<file path="src/verilog/fsp_pkg.sv">
/*
 * Shared constants and carrier types for the flash security and
 * protection register block: register offsets, field positions,
 * reset values and the request structs used on the user-side ports.
 * Assumes a 32-bit AXI4-Lite register bus and a 16-bit flash address.
 */
package fsp_pkg;

	////////////////////////////////////////////////////////////////////
	// Register byte offsets
	localparam logic [7:0] OFS_OPTION = 8'h00;
	localparam logic [7:0] OFS_CONFIG = 8'h04;
	localparam logic [7:0] OFS_PROTECT = 8'h08;
	localparam logic [7:0] OFS_STATUS = 8'h0C;

	////////////////////////////////////////////////////////////////////
	// Field positions
	localparam int OPT_KEY_UNLOCK_ENABLE_BIT = 7;
	localparam int OPT_NORED_BIT = 6;
	localparam int OPT_SEC_LSB = 0;
	localparam int CFG_KEY_WRITE_ACCESS_BIT = 5;
	localparam int CFG_RW_LSB = 5;
	localparam int PROT_DIS_BIT = 0;
	localparam int PROT_FPS_LSB = 1;
	localparam int STAT_VIOL_BIT = 0;
	localparam int STAT_SECURE_BIT = 1;

	////////////////////////////////////////////////////////////////////
	// Masks and values
	localparam logic [7:0] OPT_READ_MASK = 8'hC3;
	localparam logic [7:0] CFG_RW_MASK = 8'hE0;
	localparam logic [1:0] SEC_UNSECURED = 2'h2;

	////////////////////////////////////////////////////////////////////
	// Reset values (shadows are reloaded from nonvolatile bytes after reset)
	localparam logic [7:0] OPTION_RST = 8'h00;
	localparam logic [7:0] CONFIG_RST = 8'h00;
	localparam logic [7:0] PROTECT_RST = 8'h00;

	////////////////////////////////////////////////////////////////////
	// Key window and protection granularity
	localparam logic [15:0] KEY_BASE = 16'hFFB0;
	localparam logic [15:0] KEY_LAST = 16'hFFB7;
	localparam int KEY_BYTES = 8;
	localparam int BLOCK_SHIFT = 9;

	localparam logic [1:0] RESP_OKAY = 2'h0;
	localparam logic [1:0] RESP_SLVERR = 2'h2;

	// Byte write into flash address space from the CPU or debug port
	typedef struct packed {
		logic [15:0] addr;
		logic [7:0] data;
		logic from_debug;
	} fsp_flash_wr_t;

	// Erase or program command presented for protection checking
	typedef struct packed {
		logic [15:0] addr;
		logic is_erase;
	} fsp_cmd_t;

	// Memory-content access request and its source
	typedef struct packed {
		logic [15:0] addr;
		logic from_unsecured;
	} fsp_mem_req_t;

endpackage

</file>
<file path="src/verilog/fsp_regs.sv">
/*
 * Flash option, configuration and protection register logic with
 * backdoor key unlock, security gating and high-end block protection.
 * Assumes one bus clock, an AXI4-Lite master for the registers, and that
 * the nonvolatile bytes and key are stable at inputs when reset releases.
 */
// Chosen here: the AXI4-Lite slave port and the placing of the registers.
//
// Overview of operation
// - Every reset reloads the option shadow from the option nonvolatile byte.
// - Option shadow bits 5..2 are unused and read zero.
// - Option shadow is always readable; writes do nothing.
// - Key unlock enable at 0 forbids unlocking through the key compare.
// - Only firmware writes load comparison bytes; debug writes never do.
// - Matching 8 ascending key bytes with unlock enabled unsecures until reset.
// - Option bit 6 at 1 disables vector redirection, at 0 allows it.
// - Security code 10 means unsecured; 00, 01, 11 mean secured.
// - While secured, memory access from unsecured sources is blocked.
// - Security code becomes 10 after key match or all-blank check.
// - Configuration bits 7..5 are read and write at any time.
// - Configuration bits 4..0 read zero and ignore writes.
// - Key access bit 0: key-range writes start a flash command.
// - Key access bit 1: key-range writes are key bytes; flash reads invalid.
// - Every reset reloads the protection shadow from its nonvolatile byte.
// - Firmware writes to protection shadow ignored; debug writes it; always readable.
// - Boundary field sets end of unprotected flash; higher blocks reject erase/program.
// - Protection disable bit 1 protects nothing; 0 protects the blocks above the boundary block.
// - Commands on protected locations are dropped and set a write-one-clear flag.
`timescale 1ns/100ps
module fsp_regs
(
	input wire logic ref_clk,
	input wire logic nrst,
	// AXI4-Lite slave
	input wire logic [7:0] s_axi_awaddr,
	input wire logic s_axi_awvalid,
	output logic s_axi_awready,
	input wire logic [31:0] s_axi_wdata,
	input wire logic [3:0] s_axi_wstrb,
	input wire logic s_axi_wvalid,
	output logic s_axi_wready,
	output logic [1:0] s_axi_bresp,
	output logic s_axi_bvalid,
	input wire logic s_axi_bready,
	input wire logic [7:0] s_axi_araddr,
	input wire logic s_axi_arvalid,
	output logic s_axi_arready,
	output logic [31:0] s_axi_rdata,
	output logic [1:0] s_axi_rresp,
	output logic s_axi_rvalid,
	input wire logic s_axi_rready,
	// Nonvolatile contents
	input wire logic [7:0] option_nv_byte,
	input wire logic [7:0] protect_nv_byte,
	input wire logic [63:0] nv_unlock_key,
	// Debug rewrite of the protection shadow
	input wire logic dbg_protect_wr,
	input wire logic [7:0] dbg_protect_data,
	// Byte writes into flash space
	input wire logic flash_wr_valid,
	input wire fsp_pkg::fsp_flash_wr_t flash_wr,
	output logic cmd_start,
	output fsp_pkg::fsp_flash_wr_t cmd_start_wr,
	// Erase/program commands for protection check
	input wire logic cmd_valid,
	input wire fsp_pkg::fsp_cmd_t cmd,
	output logic cmd_go,
	output fsp_pkg::fsp_cmd_t cmd_go_info,
	// Blank check of whole array passed
	input wire logic blank_ok,
	// Memory access gating
	input wire logic mem_req_valid,
	input wire fsp_pkg::fsp_mem_req_t mem_req,
	output logic mem_grant,
	output logic mem_deny,
	// Status outputs
	output logic secure,
	output logic vector_redirect_disable,
	output logic flash_read_invalid
);

	////////////////////////////////////////////////////////////////////
	// State
	typedef enum logic [0:0] {FSP_LOAD = 1'b0, FSP_RUN = 1'b1} fsp_phase_t;

	fsp_phase_t phase_r;
	logic [7:0] option_shadow_r;
	logic [7:0] flash_config_r;
	logic [7:0] protect_shadow_r;
	logic protect_violation_flag_r;
	logic [2:0] key_idx_r;
	logic key_bad_r;
	logic aw_hold_r;
	logic w_hold_r;
	logic [7:0] aw_addr_r;
	logic [31:0] w_data_r;
	logic [3:0] w_strb_r;

	logic key_unlock_enable;
	logic [1:0] security_code;
	logic protect_disable;
	logic [6:0] protect_boundary_select;
	logic key_write_access;
	logic in_key_range;
	logic key_byte_wr;
	logic key_byte_ok;
	logic key_last;
	logic key_match;
	logic cmd_protected;
	logic wr_fire;
	logic viol_clear;
	logic [7:0] key_exp;

	assign key_unlock_enable = option_shadow_r[fsp_pkg::OPT_KEY_UNLOCK_ENABLE_BIT];
	assign security_code = option_shadow_r[fsp_pkg::OPT_SEC_LSB +: 2];
	assign protect_disable = protect_shadow_r[fsp_pkg::PROT_DIS_BIT];
	assign protect_boundary_select = protect_shadow_r[fsp_pkg::PROT_FPS_LSB +: 7];
	assign key_write_access = flash_config_r[fsp_pkg::CFG_KEY_WRITE_ACCESS_BIT];

	////////////////////////////////////////////////////////////////////
	// Nonvolatile load phase: one cycle after reset release
	always_ff @(posedge ref_clk or negedge nrst)
	begin
		if (!nrst)
			phase_r <= FSP_LOAD;
		else
			phase_r <= FSP_RUN;
	end

	////////////////////////////////////////////////////////////////////
	// Key entry: firmware byte writes in ascending order
	assign in_key_range = flash_wr.addr >= fsp_pkg::KEY_BASE
		&& flash_wr.addr <= fsp_pkg::KEY_LAST;
	// Debug-sourced writes are never key bytes
	assign key_byte_wr = phase_r == FSP_RUN && flash_wr_valid && in_key_range
		&& key_write_access && !flash_wr.from_debug;
	assign key_exp = nv_unlock_key[63 - 8 * key_idx_r -: 8];
	assign key_byte_ok = flash_wr.addr[2:0] == key_idx_r && flash_wr.data == key_exp;
	assign key_last = key_idx_r == 3'(fsp_pkg::KEY_BYTES - 1);
	assign key_match = key_byte_wr && key_last && !key_bad_r && key_byte_ok
		&& key_unlock_enable;

	always_ff @(posedge ref_clk or negedge nrst)
	begin
		if (!nrst)
		begin
			key_idx_r <= 3'h0;
			key_bad_r <= 1'b0;
		end
		else if (key_byte_wr)
		begin
			// Wraps after eight bytes; a mismatch only poisons this entry
			key_idx_r <= key_idx_r + 3'h1;
			key_bad_r <= key_last ? 1'b0 : (key_bad_r || !key_byte_ok);
		end
		else if (!key_write_access)
		begin
			key_idx_r <= 3'h0;
			key_bad_r <= 1'b0;
		end
	end

	////////////////////////////////////////////////////////////////////
	// Option shadow: loaded at reset, only the security code can change
	always_ff @(posedge ref_clk or negedge nrst)
	begin
		if (!nrst)
			option_shadow_r <= fsp_pkg::OPTION_RST;
		else if (phase_r == FSP_LOAD)
			option_shadow_r <= option_nv_byte & fsp_pkg::OPT_READ_MASK;
		else if (key_match || blank_ok)
			option_shadow_r[fsp_pkg::OPT_SEC_LSB +: 2] <= fsp_pkg::SEC_UNSECURED;
	end

	////////////////////////////////////////////////////////////////////
	// Protection shadow: reset load, then debug writes only
	always_ff @(posedge ref_clk or negedge nrst)
	begin
		if (!nrst)
			protect_shadow_r <= fsp_pkg::PROTECT_RST;
		else if (phase_r == FSP_LOAD)
			protect_shadow_r <= protect_nv_byte;
		else if (dbg_protect_wr)
			protect_shadow_r <= dbg_protect_data;
	end

	////////////////////////////////////////////////////////////////////
	// Command protection check, 512-byte blocks up to the top
	assign cmd_protected = !protect_disable
		&& cmd.addr[15:fsp_pkg::BLOCK_SHIFT] > protect_boundary_select;

	always_ff @(posedge ref_clk or negedge nrst)
	begin
		if (!nrst)
		begin
			cmd_go <= 1'b0;
			cmd_go_info <= '0;
		end
		else
		begin
			cmd_go <= cmd_valid && !cmd_protected && phase_r == FSP_RUN;
			cmd_go_info <= cmd;
		end
	end

	// Set wins over a simultaneous software clear
	always_ff @(posedge ref_clk or negedge nrst)
	begin
		if (!nrst)
			protect_violation_flag_r <= 1'b0;
		else if (cmd_valid && cmd_protected && phase_r == FSP_RUN)
			protect_violation_flag_r <= 1'b1;
		else if (viol_clear)
			protect_violation_flag_r <= 1'b0;
	end

	////////////////////////////////////////////////////////////////////
	// Key-range writes start a command when key access is off
	always_ff @(posedge ref_clk or negedge nrst)
	begin
		if (!nrst)
		begin
			cmd_start <= 1'b0;
			cmd_start_wr <= '0;
		end
		else
		begin
			cmd_start <= phase_r == FSP_RUN && flash_wr_valid && !key_write_access;
			cmd_start_wr <= flash_wr;
		end
	end

	////////////////////////////////////////////////////////////////////
	// Security gating and status outputs
	always_ff @(posedge ref_clk or negedge nrst)
	begin
		if (!nrst)
		begin
			mem_grant <= 1'b0;
			mem_deny <= 1'b0;
			secure <= 1'b1;
			vector_redirect_disable <= 1'b0;
			flash_read_invalid <= 1'b0;
		end
		else
		begin
			mem_grant <= mem_req_valid && !(secure && mem_req.from_unsecured);
			mem_deny <= mem_req_valid && secure && mem_req.from_unsecured;
			secure <= phase_r == FSP_LOAD || security_code != fsp_pkg::SEC_UNSECURED;
			vector_redirect_disable <= option_shadow_r[fsp_pkg::OPT_NORED_BIT];
			flash_read_invalid <= key_write_access;
		end
	end

	////////////////////////////////////////////////////////////////////
	// AXI4-Lite write path: address and data taken in either order
	assign wr_fire = aw_hold_r && w_hold_r && !s_axi_bvalid;
	assign viol_clear = wr_fire && aw_addr_r == fsp_pkg::OFS_STATUS && w_strb_r[0]
		&& w_data_r[fsp_pkg::STAT_VIOL_BIT];

	always_ff @(posedge ref_clk or negedge nrst)
	begin
		if (!nrst)
		begin
			aw_hold_r <= 1'b0;
			w_hold_r <= 1'b0;
			aw_addr_r <= 8'h00;
			w_data_r <= 32'h0000_0000;
			w_strb_r <= 4'h0;
			s_axi_awready <= 1'b0;
			s_axi_wready <= 1'b0;
		end
		else
		begin
			s_axi_awready <= !aw_hold_r && !s_axi_awready && s_axi_awvalid;
			s_axi_wready <= !w_hold_r && !s_axi_wready && s_axi_wvalid;
			if (s_axi_awvalid && s_axi_awready)
			begin
				aw_hold_r <= 1'b1;
				aw_addr_r <= s_axi_awaddr;
			end
			else if (wr_fire)
				aw_hold_r <= 1'b0;
			if (s_axi_wvalid && s_axi_wready)
			begin
				w_hold_r <= 1'b1;
				w_data_r <= s_axi_wdata;
				w_strb_r <= s_axi_wstrb;
			end
			else if (wr_fire)
				w_hold_r <= 1'b0;
		end
	end

	always_ff @(posedge ref_clk or negedge nrst)
	begin
		if (!nrst)
		begin
			s_axi_bvalid <= 1'b0;
			s_axi_bresp <= fsp_pkg::RESP_OKAY;
		end
		else if (wr_fire)
		begin
			s_axi_bvalid <= 1'b1;
			s_axi_bresp <= aw_addr_r[7:2] > fsp_pkg::OFS_STATUS[7:2] || aw_addr_r[1:0] != 2'h0
				? fsp_pkg::RESP_SLVERR : fsp_pkg::RESP_OKAY;
		end
		else if (s_axi_bready)
			s_axi_bvalid <= 1'b0;
	end

	// Only bits 7..5 of the configuration register take writes
	always_ff @(posedge ref_clk or negedge nrst)
	begin
		if (!nrst)
			flash_config_r <= fsp_pkg::CONFIG_RST;
		else if (wr_fire && aw_addr_r == fsp_pkg::OFS_CONFIG && w_strb_r[0])
			flash_config_r <= w_data_r[7:0] & fsp_pkg::CFG_RW_MASK;
	end

	////////////////////////////////////////////////////////////////////
	// AXI4-Lite read path, one read at a time
	always_ff @(posedge ref_clk or negedge nrst)
	begin
		if (!nrst)
		begin
			s_axi_arready <= 1'b0;
			s_axi_rvalid <= 1'b0;
			s_axi_rdata <= 32'h0000_0000;
			s_axi_rresp <= fsp_pkg::RESP_OKAY;
		end
		else
		begin
			s_axi_arready <= !s_axi_arready && !s_axi_rvalid && s_axi_arvalid;
			if (s_axi_arvalid && s_axi_arready)
			begin
				s_axi_rvalid <= 1'b1;
				s_axi_rresp <= fsp_pkg::RESP_OKAY;
				unique case (s_axi_araddr)
					fsp_pkg::OFS_OPTION:
						s_axi_rdata <= {24'h00_0000, option_shadow_r};
					fsp_pkg::OFS_CONFIG:
						s_axi_rdata <= {24'h00_0000, flash_config_r};
					fsp_pkg::OFS_PROTECT:
						s_axi_rdata <= {24'h00_0000, protect_shadow_r};
					fsp_pkg::OFS_STATUS:
						s_axi_rdata <= {30'h0000_0000, secure, protect_violation_flag_r};
					default:
					begin
						s_axi_rdata <= 32'h0000_0000;
						s_axi_rresp <= fsp_pkg::RESP_SLVERR;
					end
				endcase
			end
			else if (s_axi_rready)
				s_axi_rvalid <= 1'b0;
		end
	end

	////////////////////////////////////////////////////////////////////
	// Checks
	a_opt_unused_zero: assert property (@(posedge ref_clk) disable iff (!nrst)
		option_shadow_r[5:2] == 4'h0)
		else $error("option shadow unused bits not zero");

	a_opt_bus_ignored: assert property (@(posedge ref_clk) disable iff (!nrst)
		phase_r == FSP_RUN && !key_match && !blank_ok |=> $stable(option_shadow_r))
		else $error("option shadow changed without cause");

	a_opt_reload: assert property (@(posedge ref_clk) disable iff (!nrst)
		phase_r == FSP_LOAD |=> option_shadow_r == ($past(option_nv_byte) & 8'hC3))
		else $error("option shadow not loaded from nonvolatile byte");

	a_key_needs_en: assert property (@(posedge ref_clk) disable iff (!nrst)
		phase_r == FSP_RUN && !key_unlock_enable && !blank_ok |=> $stable(security_code))
		else $error("security changed with key unlock disabled");

	a_dbg_no_key: assert property (@(posedge ref_clk) disable iff (!nrst)
		flash_wr_valid && flash_wr.from_debug |=> $stable(key_idx_r))
		else $error("debug write advanced key entry");

	a_unlock_sets: assert property (@(posedge ref_clk) disable iff (!nrst)
		key_match || (blank_ok && phase_r == FSP_RUN) |=> security_code == 2'h2 ##1 !secure)
		else $error("unlock did not clear security");

	a_secure_decode: assert property (@(posedge ref_clk) disable iff (!nrst)
		phase_r == FSP_RUN ##1 security_code != 2'h2 |=> secure)
		else $error("secured code not reported secure");

	a_mem_blocked: assert property (@(posedge ref_clk) disable iff (!nrst)
		mem_req_valid && secure && mem_req.from_unsecured |=> mem_deny && !mem_grant)
		else $error("unsecured access not blocked");

	a_cfg_low_zero: assert property (@(posedge ref_clk) disable iff (!nrst)
		flash_config_r[4:0] == 5'h00)
		else $error("configuration low bits not zero");

	a_prot_fw_ignored: assert property (@(posedge ref_clk) disable iff (!nrst)
		phase_r == FSP_RUN && !dbg_protect_wr |=> $stable(protect_shadow_r))
		else $error("protection shadow changed without debug write");

	a_viol_drop: assert property (@(posedge ref_clk) disable iff (!nrst)
		cmd_valid && cmd_protected && phase_r == FSP_RUN
		|=> !cmd_go && protect_violation_flag_r)
		else $error("protected command not dropped");

	a_keyrange_cmd: assert property (@(posedge ref_clk) disable iff (!nrst)
		phase_r == FSP_RUN && flash_wr_valid && !key_write_access |=> cmd_start)
		else $error("key range write did not start command");

	c_key_unlock: cover property (@(posedge ref_clk) disable iff (!nrst) key_match);
	c_key_reject: cover property (@(posedge ref_clk) disable iff (!nrst)
		key_byte_wr && key_last && key_bad_r);
	c_violation: cover property (@(posedge ref_clk) disable iff (!nrst)
		cmd_valid && cmd_protected);
	c_blank_unlock: cover property (@(posedge ref_clk) disable iff (!nrst)
		blank_ok && secure);

endmodule

</file>
<file path="config.mk">
export PLATFORM = sky130hd
export DESIGN_NAME = fsp_regs
export DESIGN_NICKNAME = d
export VERILOG_FILES = /design/src/verilog/fsp_pkg.sv /design/src/verilog/fsp_regs.sv
export SDC_FILE = /design/constraint.sdc
export NUM_CORES = 1
export LEC_CHECK = 0
export BUFFER_PORTS_ARGS = -buffer_cell sky130_fd_sc_hd__buf_2
export CAP_MARGIN = 20
export CORE_AREA = 2 2 116 118
export DETAILED_ROUTE_END_ITERATION = 8
export DIE_AREA = 0 0 118 120
export PLACE_DENSITY = 0.69
export SLEW_MARGIN = 20
export SYNTH_ARGS = -nofsm -noshare
export SYNTH_HDL_FRONTEND = slang
export SYNTH_SLANG_ARGS = --single-unit
</file>
<file path="constraint.sdc">
create_clock -name ref_clk -period 4.9 [get_ports ref_clk]
set_input_delay 0.735 -clock ref_clk [delete_from_list [all_inputs] [get_ports ref_clk]]
set_output_delay 0.735 -clock ref_clk [all_outputs]
set_load 0.05 [all_outputs]
</file>
# Word-level counts from Yosys, hierarchy flattened
# Index checks and enable logic that the tools add are counted.
word_totals:
  regBits: 130
  inputBits: 211
  out_inout_bits: 90
  wordCells: 136
op_classes:
  addsub: 2
  n_lt_le_gt_ge: 4
  eq_ne: 12
  n_shift: 1
  muxes: 21
  bitwise_logic: 1
  reduce_logical: 62
ops:
  columns: ["operator", "n"]
  rows:
  - ["indexed part select 71 x 33 -> 8 bit", 1]
  - ["logical AND 1 bit", 36]
  - ["one-hot mux 8 bit (4 select lines)", 1]
  - ["== test 8 x 4 -> 1 bit, second input constant", 3]
  - ["== test 8 x 3 -> 1 bit, second input constant", 2]
  - [">= comparator 16 bit, second input constant", 1]
  - ["less-or-equal comparator 16 bit, second input constant", 1]
  - ["two-way mux 8 bit", 2]
  - ["zero test 1 bit", 14]
  - ["two-way mux 1 bit", 12]
  - ["nonzero test 2 bit", 6]
  - ["== test 8 bit", 1]
  - ["zero test 8 bit", 1]
  - ["two-way mux 2 bit", 4]
  - ["> comparator 7 bit", 1]
  - ["subtractor 6 x 6 -> 7 bit, first input constant", 1]
  - ["> comparator 6 x 2 -> 1 bit, second input constant", 1]
  - ["two-way mux 3 bit", 2]
  - ["logical OR 1 bit", 4]
  - ["!= test 2 x 1 -> 1 bit, second input constant", 2]
  - ["!= test 2 bit, second input constant", 2]
  - ["OR reduction 4 bit", 1]
  - ["adder 3 x 1 -> 3 bit, second input constant", 1]
  - ["== test 3 bit", 1]
  - ["other kinds (2)", 2]

# Longest topological paths before layout
logic_depth:
  word_depth: 12
  ltp_mapped: 9
  mapped_depth_nobuf: 9

# Least setup slack after synthesis
# Ideal clock, no wire load.
synth_timing:
  path_type: "in2reg"
  startpoint: "input port nv_unlock_key[33]"
  endpoint: "register option_shadow_r[0]"
  setup_ps: 126
  t_arrival_ps: 2297
  t_required_ps: 4774
  setup_slack_ps: 2477
  stages: 7
  path_buffers: 0
  cell_sequence: "mux4_1 mux2i_1 xor2_1 nand3_1 nor4_2 nor3_1 a221o_1"
synth_between:
  elab_chain_cells: 7
synth_lines:
  columns: ["element", "line_no", "source"]
  rows:
  - ["from (decl)", "fsp_regs.sv:55", "input wire logic [63:0] nv_unlock_key,"]
  - ["indexed part select 71 x 33 -> 8 bit", "fsp_regs.sv:137", "assign key_exp = nv_unlock_key[63 - 8 * key_idx_r -: 8];"]
  - ["== test 8 bit", "fsp_regs.sv:138", "assign key_byte_ok = flash_wr.addr[2:0] == key_idx_r && flash_wr.data == key_exp;"]
  - ["logical AND 1 bit", "fsp_regs.sv:138", null]
  - ["logical AND 1 bit", "fsp_regs.sv:140", "assign key_match = key_byte_wr && key_last && !key_bad_r && key_byte_ok"]
  - ["logical AND 1 bit", "fsp_regs.sv:141", "&& key_unlock_enable;"]
  - ["logical OR 1 bit", "fsp_regs.sv:171", "else if (key_match || blank_ok)"]
  - ["!= test 2 x 1 -> 1 bit (no source line)", null, null]
  - ["to (signal assigned)", "fsp_regs.sv:168", "option_shadow_r <= fsp_pkg::OPTION_RST;"]
  - ["to (signal assigned)", "fsp_regs.sv:170", "option_shadow_r <= option_nv_byte & fsp_pkg::OPT_READ_MASK;"]
  - ["to (signal, indexed assignment)", "fsp_regs.sv:172", "option_shadow_r[fsp_pkg::OPT_SEC_LSB +: 2] <= fsp_pkg::SEC_UNSECURED;"]
  - ["to (decl)", "fsp_regs.sv:87", "logic [7:0] option_shadow_r;"]
# Every way passes these cells.
# A chain may end at the register's enable or synchronous reset.

# Final worst setup path
layout_timing:
  startpoint: "register key_idx_r[0]"
  endpoint: "register option_shadow_r[0]"
layout_between:
  elab_chain_cells: 8
  elab_cells_between_ends: 12
  classes_between: "1 x add/sub; 4 x eq/ne; 1 x shift; 6 x reduce/logical"
layout_lines:
  columns: ["element", "line_no", "source"]
  rows:
  - ["from (decl)", "fsp_regs.sv:91", "logic [2:0] key_idx_r;"]
  - ["from (signal assigned)", "fsp_regs.sv:153", "key_idx_r <= key_idx_r + 3'h1;"]
  - ["subtractor 6 x 6 -> 7 bit", "fsp_regs.sv:137", null]
  - ["indexed part select 71 x 33 -> 8 bit", "fsp_regs.sv:137", null]
  - ["== test 8 bit", "fsp_regs.sv:138", null]
  - ["logical AND 1 bit", "fsp_regs.sv:138", null]
  - ["logical AND 1 bit (*)", "fsp_regs.sv:140", null]
  - ["logical AND 1 bit (*)", "fsp_regs.sv:141", null]
  - ["logical OR 1 bit (*)", "fsp_regs.sv:171", null]
  - ["!= test 2 x 1 -> 1 bit (no source line) (*)", null, null]
# Every way passes the cells marked *; elsewhere a longest branch is shown, timed or not.

==> metrics list <==
- In this run the static leakage power is slightly above 0.003 uW.
- Worst-margin pin slew: ~0.87 ns
- The number of antenna violations at the first check in global routing is 0.
* Maximum ir drop on the vdd rail: approximately 0.23 mV
- Data arrival time of the worst path: a little over 3 ns
- Total CTS buffers: 9
- The initial utilization of the core area, before any placement, comes to 34.7%.
- Maximum level of the CTS H-tree: 3
- After Yosys synthesis, XOR and XNOR cells account for roughly 1.4% of the synthesized area.
- Top FF cell, synth: sky130_fd_sc_hd__dfrtp_1
- STA puts the critical path data required time at 5.14 ns.
* Number of synthesized flops with an enable pin: 0
* Status: finished, final reports clean
* Final weighted congestion in routability-driven placement: between 0.8 and 0.9
- Sequential elements use between 50% and 60% of the synthesized area.
* Share of the synthesized area in compound gates (AO/OA/AOI/OAI): under 10%
- Across all layers, the routed design uses roughly 3.6k vias.
* Critical path endpoint category: register
- Ratio of cells with drive above 1 in the final layout: about 45%
- Distinct cell type count of the synthesized netlist: 50
- The first detailed-routing pass ran for 4 iterations.
- The worst setup path is launched from a register.
- The tool flagged a number of max-cap violations equal to 0.
- Compared with the post-synthesis result, the final layout area differs by 33.5%.
* Min-Delay Path Class: reg2reg
- For this run, asynchronously set or reset flops after synthesis account for 100%.
* Crit share post-route: between 50% and 60%
- Post-route clock skew: roughly 0.0096 ns
* Largest family of logic cells by synthesized area: multiplexers
* Core ar.: ~13000 sq um
- Routed length on met2: about 5700 um
* TritonCTS sink count: 100
* Maximum root-to-sink buffer count: 2
* Detailed Place HPWL: 9110 um
- Number of failing setup endpoints in the final timing report: 0
* Clock root buffer: sky130_fd_sc_hd__clkbuf_16
- Antenna diode count: 0
- After the flow finishes, the layout carries non-filler instances totaling 770.
* Multiplexer fraction of the synthesized cell area: between 10% and 20%
- Dividing the detail-routed via count by the number of cells gives 4.66.
* Minimum period implied by the final worst setup slack: roughly 2.9 ns
- Pin count of the biggest net entering global routing: between 50 and 60
- Setup Crit Path Kind: reg2reg
- From bottom edge to top edge, the die measures between 100 and 150 um.
- Unrepaired setup endpoints after global routing: false
- Once placement completed, the tool counted placed cells totaling roughly 750.
- Area of the die: roughly 14000 sq um
* Setup Total Neg Slack: 0 ns
- Number of DRC markers after the initial detailed-route iteration: around 120
- Layout Cell Area excl Fill: between 6000 and 7000 sq um
- Final-stage net count: between 800 and 900
- Number of inserted filler cells in the final layout: between 1k and 1.5k
- In this run the cell area measured after placement is ~5700 sq um.
- Buffers placed on the I/O ports in this run total between 200 and 250.
* Clock transition time at the flip-flop clock pins of the worst setup and hold paths: 0.07 ns
- Global-route wire length before repair: 18400 um
* Max Freq: ~350 MHz
- Hold buffer count at CTS: 0
- Once the clock tree was built, the resizer swapped 0 gates to a different size.
- Adder and majority gate portion of the synthesized area: ~2.5%
- Congestion Overflow GR: 0
- After synthesis the netlist holds a flip-flop and latch count of 100.
* Power per Cell Area: approximately 380 nW/um^2
- Routed wire length: 11500 um
- The number of global-route vias before repair came to approximately 3.8k.
- For the worst-skew pair, the clock arrives at the later sink with an insertion delay of about 0.35 ns.
* Met3 wire length: 786 um
* Wire length per cell: 14.9 um
- Synthesis produced about 370 cells.
- Total routing usage reported by global routing: approximately 17%
* Uppermost metal layer occupied by signal nets: met4
- Wl on met1: roughly 4600 um
- The max-slew violation count came to 0.
- Headroom to the max-slew limit came out at about two fifths.
- I/O pin count: 301
- In this run the mean area of a mapped cell was roughly 12 sq um.
- Total standard cell area after synthesis: 4500 sq um
- Once the clock tree was built, the setup fixing pass inserted 0 buffers.
- CTS tree: done
- Antenna Nets Post-Route: 0
- Along the worst path, the maximum fanout reaches 13.
* Number of hold-slack violations in the final timing report: 0
- The floorplan step set the die width to ~120 um.
* Yosys Warn Count: 0
- The floorplan has 42 rows.
- Detailed-route DRC error count: 0
- The synthesized netlist devotes just over 9% of its cell area to simple gates.
[final timing paths]
path                                      endpoint  slack [ns]  depth (start not counted)               start
max                             option_shadow_r[0]        2.05                          7        key_idx_r[0]
min                        vector_redirect_disable        0.41                          0  option_shadow_r[6]
max reg2reg                     option_shadow_r[0]        2.05                          7        key_idx_r[0]
min reg2reg                vector_redirect_disable        0.41                          0  option_shadow_r[6]
max in group asynchronous           s_axi_rdata[4]        3.41                          2                nrst
min in group asynchronous      protect_shadow_r[3]        0.43                          1                nrst
[critical path, stage by stage (launching register included)]
cell and delay, ns:
sky130_fd_sc_hd__dfrtp_1 0.77, sky130_fd_sc_hd__mux4_2 0.60, sky130_fd_sc_hd__mux2i_1 0.16, sky130_fd_sc_hd__xor2_1 0.24, sky130_fd_sc_hd__nand3_1 0.12, sky130_fd_sc_hd__nor4_2 0.40, sky130_fd_sc_hd__nor3_1 0.11, sky130_fd_sc_hd__a221o_1 0.33
[synth_stat cells (all sizes together), types with 4 or more instances]
| library cell | count | area, sq um |
|---|---|---|
| mux2i | 32 | 320 |
| xor2 | 7 | 61.3 |
| mux4 | 8 | 188 |
| dfrtp | 99 | 2480 |
| clkbuf | 8 | 30.0 |
| mux2 | 19 | 214 |
| a22oi | 8 | 60.1 |
| o21ai | 12 | 60.1 |
| ha | 9 | 113 |
| a31oi | 4 | 25.0 |
| nand4 | 6 | 37.5 |
| nor2 | 21 | 78.8 |
| and3 | 6 | 37.5 |
| nor4 | 4 | 31.3 |
| nand2 | 20 | 75.1 |
| inv | 16 | 60.1 |
| a21oi | 14 | 70.1 |
| nand3 | 8 | 40.0 |
| buf | 31 | 238 |
[power by group]
group	leakage [uW]	internal (uW)	switching [uW]
Clock	0.000159	461	310
Combinational	0.00169	169	310
Sequential	0.00121	937	66.4
Total	0.00306	1570	687
[kinds of logic (layout without fill, tap and decap cells)]
logic type | after synthesis | in the layout
XOR/XNOR | 7 | 7
multiplexers | 59 | 59
buffers and inverters | 55 | 257
AO/OA/AOI/OAI | 54 | 54
AND/OR/NAND/NOR | 81 | 81
adder cells (fa/ha/maj) | 9 | 9
other | 2 | 27
flip-flops | 100 | 100
[per-stage QoR]
stage               setup slack, ns  power (uW)  hold WS, ns  utilization (%)
finish                         2.05        2250        0.409             46.3
global route                   1.81        2370        0.427             46.3
CTS                            2.00        2290        0.413             46.3
detailed placement             1.99        1500        0.397             43.7
global placement               2.05        1480        0.390             43.7
floorplan                      2.48        1340        0.352                -
[cells in the final DEF (no fill, tap or decap), types with 3 or more instances in the layout]
cell	count
sky130_fd_sc_hd__ha_1	9
sky130_fd_sc_hd__nand4_1	6
sky130_fd_sc_hd__a22oi_1	8
sky130_fd_sc_hd__o21ai_0	5
sky130_fd_sc_hd__nand2_1	20
sky130_fd_sc_hd__buf_2	222
sky130_fd_sc_hd__nor3_1	3
sky130_fd_sc_hd__inv_1	15
sky130_fd_sc_hd__mux2_2	16
sky130_fd_sc_hd__o21a_1	3
sky130_fd_sc_hd__clkbuf_16	9
sky130_fd_sc_hd__a21oi_1	14
sky130_fd_sc_hd__a22o_1	3
sky130_fd_sc_hd__mux4_2	6
sky130_fd_sc_hd__mux2_1	3
sky130_fd_sc_hd__xor2_1	7
sky130_fd_sc_hd__nand3_1	8
sky130_fd_sc_hd__nor4_1	3
sky130_fd_sc_hd__mux2i_1	32
sky130_fd_sc_hd__nor2_1	21
sky130_fd_sc_hd__buf_4	3
sky130_fd_sc_hd__o21ai_1	7
sky130_fd_sc_hd__nor3b_1	3
sky130_fd_sc_hd__dfrtp_1	99
sky130_fd_sc_hd__a31oi_1	4
sky130_fd_sc_hd__and3_1	6
sky130_fd_sc_hd__conb_1	27
[state kept, by name, summed over array words and instances, names as in the netlist, 3 cells and up]
signal and cells:
aw_addr_r 8, cmd_go_info 17, cmd_start_wr 25, flash_config_r 3
key_idx_r 3, option_shadow_r 4, protect_shadow_r 8, s_axi_rdata 8
w_data_r 4
[final cells by class]
class	count	area, sq um	area share [%]
sequential	100	2500	41.7
multi-input combinational	237	1760	29.3
timing repair buffer	225	1130	18.9
clock inverter	6	86.3	1.44
inverter	16	60.1	1.00
clock buffer	10	239	3.98
tap	176	220	3.67
[metal layers]
metal / vias up / global-route usage [%]
met1: 1693 / 19.3
met4: 0 / 8.13
met2: 170 / 29.3
met3: 23 / 4.09
met5: - / 0
li1: 1704 / -
No activity file was read; power rests on OpenSTA's default activity.
